==> config.mk <==
export PLATFORM = sky130hd
export DESIGN_NAME = slsm_mapper
export DESIGN_NICKNAME = d
export VERILOG_FILES = /design/src/slsm_fifo.v /design/src/slsm_mapper.v
export VERILOG_INCLUDE_DIRS = /design/src
export SDC_FILE = /design/constraint.sdc
export NUM_CORES = 2
export LEC_CHECK = 0
export BUFFER_PORTS_ARGS = -buffer_cell sky130_fd_sc_hd__buf_4
export CELL_PAD_IN_SITES_DETAIL_PLACEMENT = 0
export CELL_PAD_IN_SITES_GLOBAL_PLACEMENT = 1
export CORE_MARGIN = 2
export CORE_UTILIZATION = 25
export CTS_BUF_LIST = sky130_fd_sc_hd__clkbuf_8
export DETAILED_ROUTE_END_ITERATION = 12
export GPL_ROUTABILITY_DRIVEN = 1
export PLACE_DENSITY_LB_ADDON = 0.1
export SLEW_MARGIN = 20
export SYNTH_ARGS = -nofsm -noshare
export SYNTH_HDL_FRONTEND = slang
export SYNTH_SLANG_ARGS = --single-unit
==> constraint.sdc <==
create_clock -name clock -period 10.5 [get_ports clock]
set_input_delay 0.525 -clock clock [delete_from_list [all_inputs] [get_ports clock]]
set_output_delay 0.525 -clock clock [all_outputs]
set_load 0.02 [all_outputs]
==> src/slsm_regs.vh <==
// Functional notes
// - format 13 carries 9-bit samples, 8B/10B, 8 or 4 lanes, dual/single only.
// - format 13 container is sample then one zero; lane k carries k, k+4, k+8, k+12.
// - format 13 dual parts put channel B on lanes four to seven, same interleave.
// - format 14 carries 9-bit samples, 64B/66B, on 8, 4 or 2 lanes.
// - format 14 container is sample then three zeros; lane pair splits even/odd.
// - format 14 channel B on lanes two/three for dual or quad parts only.
// - format 14 quad parts put channel C on lanes four/five, D on six/seven.
// - format 15 carries 9-bit samples, 64B/66B, 8 or 4 lanes, dual/single only.
`ifndef SLSM_REGS_VH
`define SLSM_REGS_VH

// link format codes
`define SLSM_FMT_W          4
`define SLSM_FMT_13         4'hd
`define SLSM_FMT_14         4'he
`define SLSM_FMT_15         4'hf

// channel variant codes
`define SLSM_VAR_W          2
`define SLSM_VAR_SINGLE     2'h0
`define SLSM_VAR_DUAL       2'h1
`define SLSM_VAR_QUAD       2'h2

// sample frame geometry
`define SLSM_SMP_W          9
`define SLSM_CHANNELS       4
`define SLSM_SMP_PER_CH     16
`define SLSM_FRAME_W        576
`define SLSM_LANES          8
`define SLSM_LANE_W         40

// container layout
`define SLSM_CONT10_W       10
`define SLSM_CONT12_W       12
`define SLSM_PAD10          1'h0
`define SLSM_PAD12          3'h0

// buffering
`define SLSM_FIFO_DEPTH     4
`define SLSM_FIFO_AW        2

`endif

==> src/slsm_fifo.v <==
`timescale 1ns/10ps
module slsm_fifo #(
    parameter WIDTH = 576,
    parameter DEPTH = 4,
    parameter AW    = 2
) (
    // clock and reset
    input  wire             clock,
    input  wire             rst,
    // fill side
    input  wire             in_valid,
    output wire             in_ready,
    input  wire [WIDTH-1:0] in_data,
    // drain side
    output wire             out_valid,
    input  wire             out_ready,
    output wire [WIDTH-1:0] out_data
);
    reg [WIDTH-1:0] mem [0:DEPTH-1];
    reg [AW-1:0]    wr_ptr;
    reg [AW-1:0]    rd_ptr;
    reg [AW:0]      count;

    wire push = in_valid && in_ready;
    wire pop  = out_valid && out_ready;

    assign in_ready  = (count != DEPTH[AW:0]);
    assign out_valid = (count != {(AW+1){1'b0}});
    assign out_data  = mem[rd_ptr];

    always @(posedge clock) begin
        if (push) begin
            mem[wr_ptr] <= in_data;
        end
    end

    always @(posedge clock or posedge rst) begin
        if (rst) begin
            wr_ptr <= {AW{1'b0}};
            rd_ptr <= {AW{1'b0}};
            count  <= {(AW+1){1'b0}};
        end else begin
            if (push) begin
                wr_ptr <= (wr_ptr == DEPTH[AW-1:0] - 1'b1) ? {AW{1'b0}} : wr_ptr + 1'b1;
            end
            if (pop) begin
                rd_ptr <= (rd_ptr == DEPTH[AW-1:0] - 1'b1) ? {AW{1'b0}} : rd_ptr + 1'b1;
            end
            if (push && !pop) begin
                count <= count + 1'b1;
            end else if (pop && !push) begin
                count <= count - 1'b1;
            end
        end
    end
endmodule // slsm_fifo

==> src/slsm_mapper.v <==
`timescale 1ns/10ps
`include "slsm_regs.vh"
module slsm_mapper (
    // clock and reset
    input  wire                         clock,
    input  wire                         rst,
    // configuration
    input  wire [`SLSM_FMT_W-1:0]       link_format_select,
    input  wire [`SLSM_VAR_W-1:0]       channel_variant,
    // sample frames from converter cores
    input  wire                         smp_valid,
    output wire                         smp_ready,
    input  wire [`SLSM_FRAME_W-1:0]     smp_frame,
    // lane frames to link layer
    output reg                          lane_valid,
    input  wire                         lane_ready,
    output reg  [`SLSM_LANES*`SLSM_LANE_W-1:0] lane_data,
    output reg  [`SLSM_LANES-1:0]       lane_enable,
    // status
    output reg                          config_error,
    output reg                          frame_dropped
);
    wire                     f_valid;
    wire                     f_ready;
    wire [`SLSM_FRAME_W-1:0] f_data;
    wire [`SLSM_LANES*`SLSM_LANE_W-1:0] mapped;
    wire [`SLSM_LANES-1:0]   next_enable;
    wire [`SLSM_LANES-1:0]   lane_on;
    reg                      cfg_ok;
    reg  [`SLSM_LANES*`SLSM_LANE_W-1:0] next_data;

    slsm_fifo #(
        .WIDTH (`SLSM_FRAME_W),
        .DEPTH (`SLSM_FIFO_DEPTH),
        .AW    (`SLSM_FIFO_AW)
    ) u_fifo (
        .clock     (clock),
        .rst       (rst),
        .in_valid  (smp_valid),
        .in_ready  (smp_ready),
        .in_data   (smp_frame),
        .out_valid (f_valid),
        .out_ready (f_ready),
        .out_data  (f_data)
    );

    // channels present for a variant
    function [2:0] chan_count;
        input [`SLSM_VAR_W-1:0] v;
        begin
            case (v)
                `SLSM_VAR_SINGLE: chan_count = 3'h1;
                `SLSM_VAR_DUAL:   chan_count = 3'h2;
                `SLSM_VAR_QUAD:   chan_count = 3'h4;
                default:          chan_count = 3'h0;
            endcase
        end
    endfunction

    // lanes used by one channel in a format
    function [2:0] lanes_per_ch;
        input [`SLSM_FMT_W-1:0] f;
        begin
            case (f)
                `SLSM_FMT_13: lanes_per_ch = 3'h4;
                `SLSM_FMT_14: lanes_per_ch = 3'h2;
                `SLSM_FMT_15: lanes_per_ch = 3'h4;
                default:      lanes_per_ch = 3'h0;
            endcase
        end
    endfunction

    // one 9-bit sample out of the frame
    function [`SLSM_SMP_W-1:0] pick;
        input [`SLSM_FRAME_W-1:0] fr;
        input integer             ch;
        input integer             idx;
        begin
            pick = fr[(ch*`SLSM_SMP_PER_CH + idx)*`SLSM_SMP_W +: `SLSM_SMP_W];
        end
    endfunction

    // lanes switched on, keyed by channels and lanes per channel
    function [`SLSM_LANES-1:0] lane_mask;
        input [`SLSM_FMT_W-1:0] f;
        input [`SLSM_VAR_W-1:0] v;
        begin
            case ({chan_count(v), lanes_per_ch(f)})
                6'h0a:   lane_mask = 8'h03;
                6'h0c:   lane_mask = 8'h0f;
                6'h12:   lane_mask = 8'h0f;
                6'h14:   lane_mask = 8'hff;
                6'h22:   lane_mask = 8'hff;
                default: lane_mask = 8'h00;
            endcase
        end
    endfunction

    // format 13 lane: four 10-bit containers, stride of four samples
    function [`SLSM_LANE_W-1:0] lane13;
        input integer             lane;
        input [`SLSM_FRAME_W-1:0] fr;
        integer j;
        integer ch;
        integer k;
        reg [`SLSM_LANE_W-1:0]    w;
        begin
            w  = {`SLSM_LANE_W{1'b0}};
            ch = lane / 4;
            k  = lane % 4;
            for (j = 0; j < 4; j = j + 1) begin
                w[`SLSM_LANE_W-1-j*`SLSM_CONT10_W -: `SLSM_CONT10_W] =
                    {pick(fr, ch, k + 4*j), `SLSM_PAD10};
            end
            lane13 = w;
        end
    endfunction

    // format 14 lane: two 12-bit containers, even or odd samples
    function [`SLSM_LANE_W-1:0] lane14;
        input integer             lane;
        input [`SLSM_FRAME_W-1:0] fr;
        integer j;
        integer ch;
        integer p;
        reg [`SLSM_LANE_W-1:0]    w;
        begin
            w  = {`SLSM_LANE_W{1'b0}};
            ch = lane / 2;
            p  = lane % 2;
            for (j = 0; j < 2; j = j + 1) begin
                w[`SLSM_LANE_W-1-j*`SLSM_CONT12_W -: `SLSM_CONT12_W] =
                    {pick(fr, ch, p + 2*j), `SLSM_PAD12};
            end
            lane14 = w;
        end
    endfunction

    // format 15 lane: two 12-bit containers, stride of four samples
    function [`SLSM_LANE_W-1:0] lane15;
        input integer             lane;
        input [`SLSM_FRAME_W-1:0] fr;
        integer j;
        integer ch;
        integer k;
        reg [`SLSM_LANE_W-1:0]    w;
        begin
            w  = {`SLSM_LANE_W{1'b0}};
            ch = lane / 4;
            k  = lane % 4;
            for (j = 0; j < 2; j = j + 1) begin
                w[`SLSM_LANE_W-1-j*`SLSM_CONT12_W -: `SLSM_CONT12_W] =
                    {pick(fr, ch, k + 4*j), `SLSM_PAD12};
            end
            lane15 = w;
        end
    endfunction

    // lane word, first octet in the top bits
    function [`SLSM_LANE_W-1:0] map_lane;
        input [`SLSM_FMT_W-1:0]   f;
        input integer             lane;
        input [`SLSM_FRAME_W-1:0] fr;
        begin
            case (f)
                `SLSM_FMT_13: map_lane = lane13(lane, fr);
                `SLSM_FMT_14: map_lane = lane14(lane, fr);
                `SLSM_FMT_15: map_lane = lane15(lane, fr);
                default:      map_lane = {`SLSM_LANE_W{1'b0}};
            endcase
        end
    endfunction

    // legal combinations of format and variant
    always @* begin
        case (link_format_select)
            `SLSM_FMT_13: cfg_ok = (channel_variant == `SLSM_VAR_SINGLE) ||
                                   (channel_variant == `SLSM_VAR_DUAL);
            `SLSM_FMT_14: cfg_ok = (chan_count(channel_variant) != 3'h0);
            `SLSM_FMT_15: cfg_ok = (channel_variant == `SLSM_VAR_SINGLE) ||
                                   (channel_variant == `SLSM_VAR_DUAL);
            default:      cfg_ok = 1'b0;
        endcase
    end

    assign lane_on     = lane_mask(link_format_select, channel_variant);
    assign next_enable = cfg_ok ? lane_on : {`SLSM_LANES{1'b0}};

    genvar g;
    generate
        for (g = 0; g < `SLSM_LANES; g = g + 1) begin : g_lane
            // unused lanes stay off and carry zeros
            assign mapped[g*`SLSM_LANE_W +: `SLSM_LANE_W] = next_enable[g] ?
                map_lane(link_format_select, g, f_data) : {`SLSM_LANE_W{1'b0}};
        end
    endgenerate

    // lane word set captured by the output stage
    always @* begin
        next_data = {(`SLSM_LANES*`SLSM_LANE_W){1'b0}};
        if (cfg_ok) begin
            next_data = mapped;
        end
    end

    // output stage accepts a frame when empty or being drained
    assign f_ready = !lane_valid || lane_ready;

    wire take = f_valid && f_ready;

    always @(posedge clock or posedge rst) begin
        if (rst) begin
            lane_valid    <= 1'b0;
            lane_data     <= {(`SLSM_LANES*`SLSM_LANE_W){1'b0}};
            lane_enable   <= {`SLSM_LANES{1'b0}};
            config_error  <= 1'b0;
            frame_dropped <= 1'b0;
        end else begin
            config_error  <= !cfg_ok;
            frame_dropped <= take && !cfg_ok;
            if (take) begin
                lane_valid  <= cfg_ok;
                lane_enable <= next_enable;
                lane_data   <= next_data;
            end else if (lane_ready) begin
                lane_valid <= 1'b0;
            end
        end
    end
endmodule // slsm_mapper

# == After elaboration in Yosys (flattened, before gate mapping) ==
# Memories as Yosys holds them, arrays and structs flattened.
# Cells that the tools add are included.
# op_classes
addsub,4
n_eq_ne,13
mux,31
reduce_logical,19
# op_table
op,count
case mux 40 bit (3 select lines),8
2-to-1 mux 320 bit,1
2-to-1 mux 40 bit,8
case mux 8 bit (3 select lines),1
"equality test 4 bit, second input constant",3
"equality test 6 x 4 -> 1 bit, second input constant",2
"equality test 6 x 5 -> 1 bit, second input constant",2
2-to-1 mux 3 bit,3
case mux 3 bit (3 select lines),1
2-to-1 mux 8 bit,1
"equality test 2 bit, second input constant",3
"equality test 6 bit, second input constant",1
case mux 3 bit (2 select lines),1
nonzero test 3 bit,2
OR reduction 2 bit,3
logical AND 1 bit,5
"adder 2 x 1 -> 2 bit, second input constant",2
zero test 1 bit,4
2-to-1 mux 1 bit,4
2-to-1 mux 2 bit,2
nonzero test 2 bit,2
"adder 3 x 1 -> 3 bit, second input constant",1
"!= test 3 bit, second input constant",1
"subtractor 3 x 1 -> 3 bit, second input constant",1
4 further kinds,5
# word_totals
ff_bits,338
mem_bits_rw,2304
inputBits,586
mem_count,1
# memory_table
memory,depth,width,read_ports,rd_clocked_by_memory_dff,wr,line_no,source
u_fifo.mem,4,576,1,0,1,slsm_fifo.v:19,reg [WIDTH-1:0] mem [0:DEPTH-1];

# == Longest topological paths before layout ==
# logic_depth
word_depth,9
mapped_depth,11
depth_no_buf,9

# == Modules after synthesis ==
# From an unflattened synthesis, not the netlist that was laid out.
# unflattened
hier_cells,4329
hier_area_um2,97777.5
# by_module_without_submodules
mod,instances,cells_each,area_each_um2,seq_area_each_um2
slsm_fifo,1,3046,83527.6,69361.5
slsm_mapper,1,1283,14249.9,7557.2

# == Worst setup path before layout ==
# OpenSTA, ideal clock, no wires.
# synth_path
kind,register to register
from,register u_fifo.count[0]
to,memory u_fifo.mem[0][0] (enable)
setup_time_ps,772
t_arrival_ps,8962
t_required_ps,9728
setup_slack_ps,765
path_stages_with_launch,4
path_buffers,0
period_less_slack_ps,9735
cell_sequence,dfrtp_1 > nor2_1 > nand2_1 > and3_1
# synth_between
elab_chain_cells,4
# synth_rtl
item,line_no,source
"start, declared",slsm_fifo.v:22,reg [AW:0] count;
"start signal, assigned",slsm_fifo.v:41,count <= {(AW+1){1'b0}};
"start signal, assigned",slsm_fifo.v:50,count <= count + 1'b1;
"start signal, assigned",slsm_fifo.v:52,count <= count - 1'b1;
!= test 3 bit,slsm_fifo.v:27,assign in_ready = (count != DEPTH[AW:0]);
net smp_ready,slsm_mapper.v:12,"output wire smp_ready,"
logical AND 1 bit,slsm_fifo.v:24,wire push = in_valid && in_ready;
2-to-1 mux 1 bit,slsm_fifo.v:32,if (push) begin
2-to-1 mux 1 bit (implied by the code),slsm_fifo.v:33,mem[wr_ptr] <= in_data;
"end, declared",slsm_fifo.v:19,
# The timed path passes the listed nets, and every way through them passes these cells.

# == Worst setup path in the final report ==
# layout_path
from,register u_fifo.rd_ptr[0]
to,register lane_data[287]
# layout_between
elab_chain_cells,4
# layout_rtl
item,line_no,source
"start, declared",slsm_fifo.v:21,reg [AW-1:0] rd_ptr;
"start signal, assigned",slsm_fifo.v:40,rd_ptr <= {AW{1'b0}};
"start signal, assigned",slsm_fifo.v:47,rd_ptr <= (rd_ptr == DEPTH[AW-1:0] - 1'b1) ? {AW{1'b0}} : rd_ptr + 1'b1;
memory read (4 x 576 bit),--,
case mux 40 bit (3 select lines),slsm_mapper.v:165,case (f)
2-to-1 mux 40 bit,slsm_mapper.v:193,assign mapped[g*`SLSM_LANE_W +: `SLSM_LANE_W] = next_enable[g] ?
2-to-1 mux 320 bit,slsm_mapper.v:201,if (cfg_ok) begin
"end signal, assigned",slsm_mapper.v:214,lane_data <= {(`SLSM_LANES*`SLSM_LANE_W){1'b0}};
"end signal, assigned",slsm_mapper.v:224,lane_data <= next_data;
"end, declared",slsm_mapper.v:17,"output reg [`SLSM_LANES*`SLSM_LANE_W-1:0] lane_data,"
# No other way between the ends.
# A chain may end at the register's enable or synchronous reset.

==> PnR_summary.wiki <==
{| class="wikitable"
! Metric !! Value
|-
| Final critical-path setup slack || 6.42 ns
|-
| Post-DP HPWL || 128000 microns
|-
| P_sw || 6.21 mW
|-
| Post-Synthesis Cells || 3065
|-
| Sum of met2 wire segment lengths after detailed routing || 98000 microns
|-
| Pre-CTS setup slack || 6.15 ns
|-
| Core Rows || ~190
|-
| FILL cells || 25200
|-
| Total power || 20.5 mW
|-
| Met3 Wirelength || between 15000 and 20000 microns
|-
| Yosys top cell area share || 0.665
|-
| Placeable core area || between 0.2 and 0.3 sq mm
|-
| Worst setup path category || reg2reg
|-
| Yosys top cell by area || edfxtp_1
|-
| Total of cells resized after clock tree synthesis || 0
|-
| Aggregate global routing overflow || 0
|-
| Width of the die || approximately 510 microns
|-
| Final estimated routing congestion in global placement || 0.698
|-
| Leakage power summed over all cells || between 30 and 40 nW
|-
| Unrepaired setup endpoints after global routing || no
|-
| First-pass GRT wire length || 297000 microns
|-
| Sw Ratio || 0.303
|-
| Final Slew Violations || 0
|-
| Initial cell density of the core || 0.251
|-
| Setup slack of the worst register-to-register path || 6.42 ns
|-
| Cell-internal power || 14.3 mW
|-
| Highest routed metal layer || met5
|-
| Worst-skew pair later-pin latency || 0.96 ns
|-
| Share of synthesized flip-flops with an asynchronous set or reset || 0.177
|-
| Ranking of synthesized cells by area || edfxtp_1, dfrtp_1, mux4_2, a22o_1, mux2i_1
|-
| Number of enable-type register cells in the synthesized netlist || approximately 1400
|-
| Post-synth top flop || edfxtp_1
|-
| Slew at the pin closest to its max-slew limit || a little over 1 ns
|-
| Count of warnings emitted by yosys || 0
|-
| Kind of path behind the tightest hold check || in2reg
|-
| Critical path startpoint category || flip-flop
|-
| Worst setup skew after layout || 0.0620 ns
|-
| Pwr/cell area || ~240 mW/mm^2
|-
| Count of unresolved DRC violations after routing || 0
|-
| Die Span Y || 514 microns
|-
| Mapped Area || 0.0650 sq mm
|-
| Number of global-route vias before repair || roughly 38000
|-
| Fmax || 245 MHz
|-
| Number of violations of the max-capacitance limit || 0
|-
| Die Footprint || 0.264 sq mm
|-
| Crit-path max cell delay || roughly 0.85 ns
|-
| Clock transition at path regs || approximately 0.060 ns
|-
| Setup Buffers After CTS || 0
|-
| Final count of hold timing violations || 0
|-
| Deepest level of the CTS H-tree || 5
|-
| CP Capture Type || flip-flop
|-
| First-pass DRT Iterations || 7
|-
| Root buf cell || clkbuf_8
|-
| Sequential share of power || 0.445
|-
| Worst rel slew slack || 0.313
|-
| Number of failing setup endpoints in the final timing report || 0
|-
| Flip-flop and latch count after synthesis || roughly 1700
|-
| CTS buffer count || 337
|-
| Layout cell share with drive strength beyond 1 || 0.335
|-
| Logic pwr share || 0.235
|-
| Cts-stage hold buffer count || 366
|-
| TritonCTS clock tree || done
|-
| Worst path required time || 11.30 ns
|-
| Global-route total usage across every layer || 0.156
|-
| Part of the total power dissipated in the clock network || 0.319
|-
| Mean area per synthesized cell || 21.2 sq um
|-
| Initial antenna violation count || 87
|-
| Shortest period the worst path allows || ~4.1 ns
|-
| Cells traversed along the worst timing path || buf_4, buf_12, buf_4, mux4_2, a22o_1
|-
| Biggest fanout along the worst timing path || 72
|-
| Clock sink count || about 1700
|-
| Total routed wirelength || 211000 microns
|-
| Worst-path cell with the longest stage delay || dfrtp_4
|-
| Cell repeated most along the worst path || buf_4
|-
| Layout overhead on the synthesized area || 29.6%
|-
| Portion of the post-synthesis area used by sequential elements || 0.784
|-
| Number of vias per cell after detailed routing || 4.39
|-
| Ratio of final minimum period to clock period || 0.388
|-
| Count of different cell masters after synthesis || 49
|-
| Data arrival time at the worst-slack endpoint || between 4 and 5 ns
|-
| Final #Nets || 4910
|-
| Number of ports placed on the die boundary || a little over 900
|-
| Longest Clk Path Bufs || 4
|-
| Routed metal-1 wire length || 90400 microns
|-
| Outcome || finished clean
|-
| DR iter-0 viols || 2009
|-
| Largest net degree at the start of global routing || 117
|-
| Average detailed-routed wire length per instance || 26.2 microns
|-
| Setup tns final || 0 ns
|-
| Total vias in the final route || 35300
|-
| Worst voltage drop across the vdd grid || 0.000189 V
|-
| Remaining number of nets flagged by the antenna check after routing || 0
|-
| Count of port buffers added during placement || 677
|}
-- cell type report --
| cell class | instances | area [sq um] | area share |
|---|---|---|---|
| Clock inverter | 227 | 1190 | 0.0141 |
| Clock buffer | 391 | 5380 | 0.0638 |
| Inverter | 6 | 37.5 | 0.000445 |
| Timing Repair Buffer | 1105 | 9340 | 0.111 |
| Tap cell | 3402 | 4260 | 0.0505 |
| Antenna cell | 40 | 100 | 0.00119 |
| Sequential cell | 1749 | 51000 | 0.605 |
| Multi-Input combinational cell | 1118 | 13000 | 0.154 |
-- worst max-delay path: cells and delay by family, from the launching register on --
| kind | cells | cell delay (ns) |
|---|---|---|
| multiplexers | 1 | 0.59 |
| buffers and inverters | 3 | 2.08 |
| flip-flops | 1 | 0.85 |
| AO/OA/AOI/OAI | 1 | 0.20 |
-- power by group through the flow --
stage	combinational [mW]	sequential (mW)	clock (mW)
finish	4.83	9.14	6.55
global route	5.25	9.24	7.15
CTS	5.09	9.16	6.86
detailed placement	4.95	9.29	0
global placement	4.97	9.27	0
floorplan	3.15	9.67	0
-- placed cells by master (no fill, tap or decap), types with 4 or more instances in the layout --
cell,synthesis,routed
a21oi_1,22,22
a221o_1,22,22
a222oi_1,9,9
a22o_1,195,195
a22oi_1,69,69
a31oi_1,16,16
and2_1,22,21
and3_4,0,6
buf_12,0,10
buf_4,62,729
bufinv_16,0,6
clkbuf_8,0,391
clkinv_1,0,39
clkinv_2,0,20
clkinvlp_4,0,7
conb_1,1,24
dfrtp_1,309,307
diode_2,0,40
dlygate4sd3_1,0,366
edfxtp_1,1440,1440
ha_1,6,6
inv_1,5,147
inv_12,0,4
inv_8,0,5
mux2i_1,56,56
mux4_2,342,342
nand2_1,139,139
nand2b_1,16,16
nor2_1,28,28
nor2b_1,6,5
o21ai_0,92,92
o21ai_1,12,12
-- metrics by stage --
step | cell area, sq um | utilization | hold slack, ns | cells
CTS | 84200 | 0.325 | 0.0312 | 7998
detailed placement | 74000 | 0.285 | 0.472 | 7014
floorplan | 65100 | - | 0.476 | 3088
global route | 84300 | 0.325 | 0.0645 | 8020
global placement | 74000 | 0.285 | 0.466 | 7014
finish | 84300 | 0.325 | 0.188 | 8038
-- path summary, 6_finish.rpt --
check,from,cells after the start,to
min,link_format_select[3],4,lane_data[26]
max reg2reg,u_fifo.rd_ptr[0],5,lane_data[287]
min reg2reg,lane_data[179],2,lane_data[179]
min in group asynchronous,rst,3,lane_data[282]
max in group asynchronous,rst,5,lane_data[273]
max,u_fifo.rd_ptr[0],5,lane_data[287]
-- registers in the layout (all words and copies together), names as in the netlist --
name	count
u_fifo.wr_ptr	2
u_fifo.rd_ptr	2
lane_data	296
u_fifo.count	3
frame_dropped	1
u_fifo.mem	1440
lane_valid	1
config_error	1
lane_enable	3
-- kinds of logic after synthesis --
logic type | after synthesis | synth area share
DFF | 1749 | 0.784
AOI/OAI and AO/OA | 452 | 0.0524
muxes | 401 | 0.128
and+or+nand+nor | 230 | 0.0160
buffers and inverters | 221 | 0.0182
adders and majority gates | 7 | 0.00146
xor gates and xnor gates | 4 | 0.000539
other | 1 | 0.0000577
-- cell usage after synthesis (all sizes together), types with 2 or more instances --
master,instances
nand2,139
o21ai,104
edfxtp,1440
o211ai,2
dfrtp,309
ha,6
a32oi,3
nor2b,6
nor2,28
nand2b,16
a32o,3
mux2i,56
a22o,195
a222oi,9
and4b,2
a311oi,3
a22oi,69
a21oi,22
a31oi,16
xor2,3
nor3,2
and3,7
and2,23
mux2,3
mux4,342
a221o,22
buf,139
clkbuf,76
inv,6
-- per-layer routing --
layer | up-vias | GRT usage
li1 | 15300 | -
met3 | 414 | 0.0569
met1 | 18500 | 0.201
met4 | 72 | 0.0408
met2 | 1039 | 0.249
met5 | - | 0
Note: power is estimated with default switching activity, not from simulation.
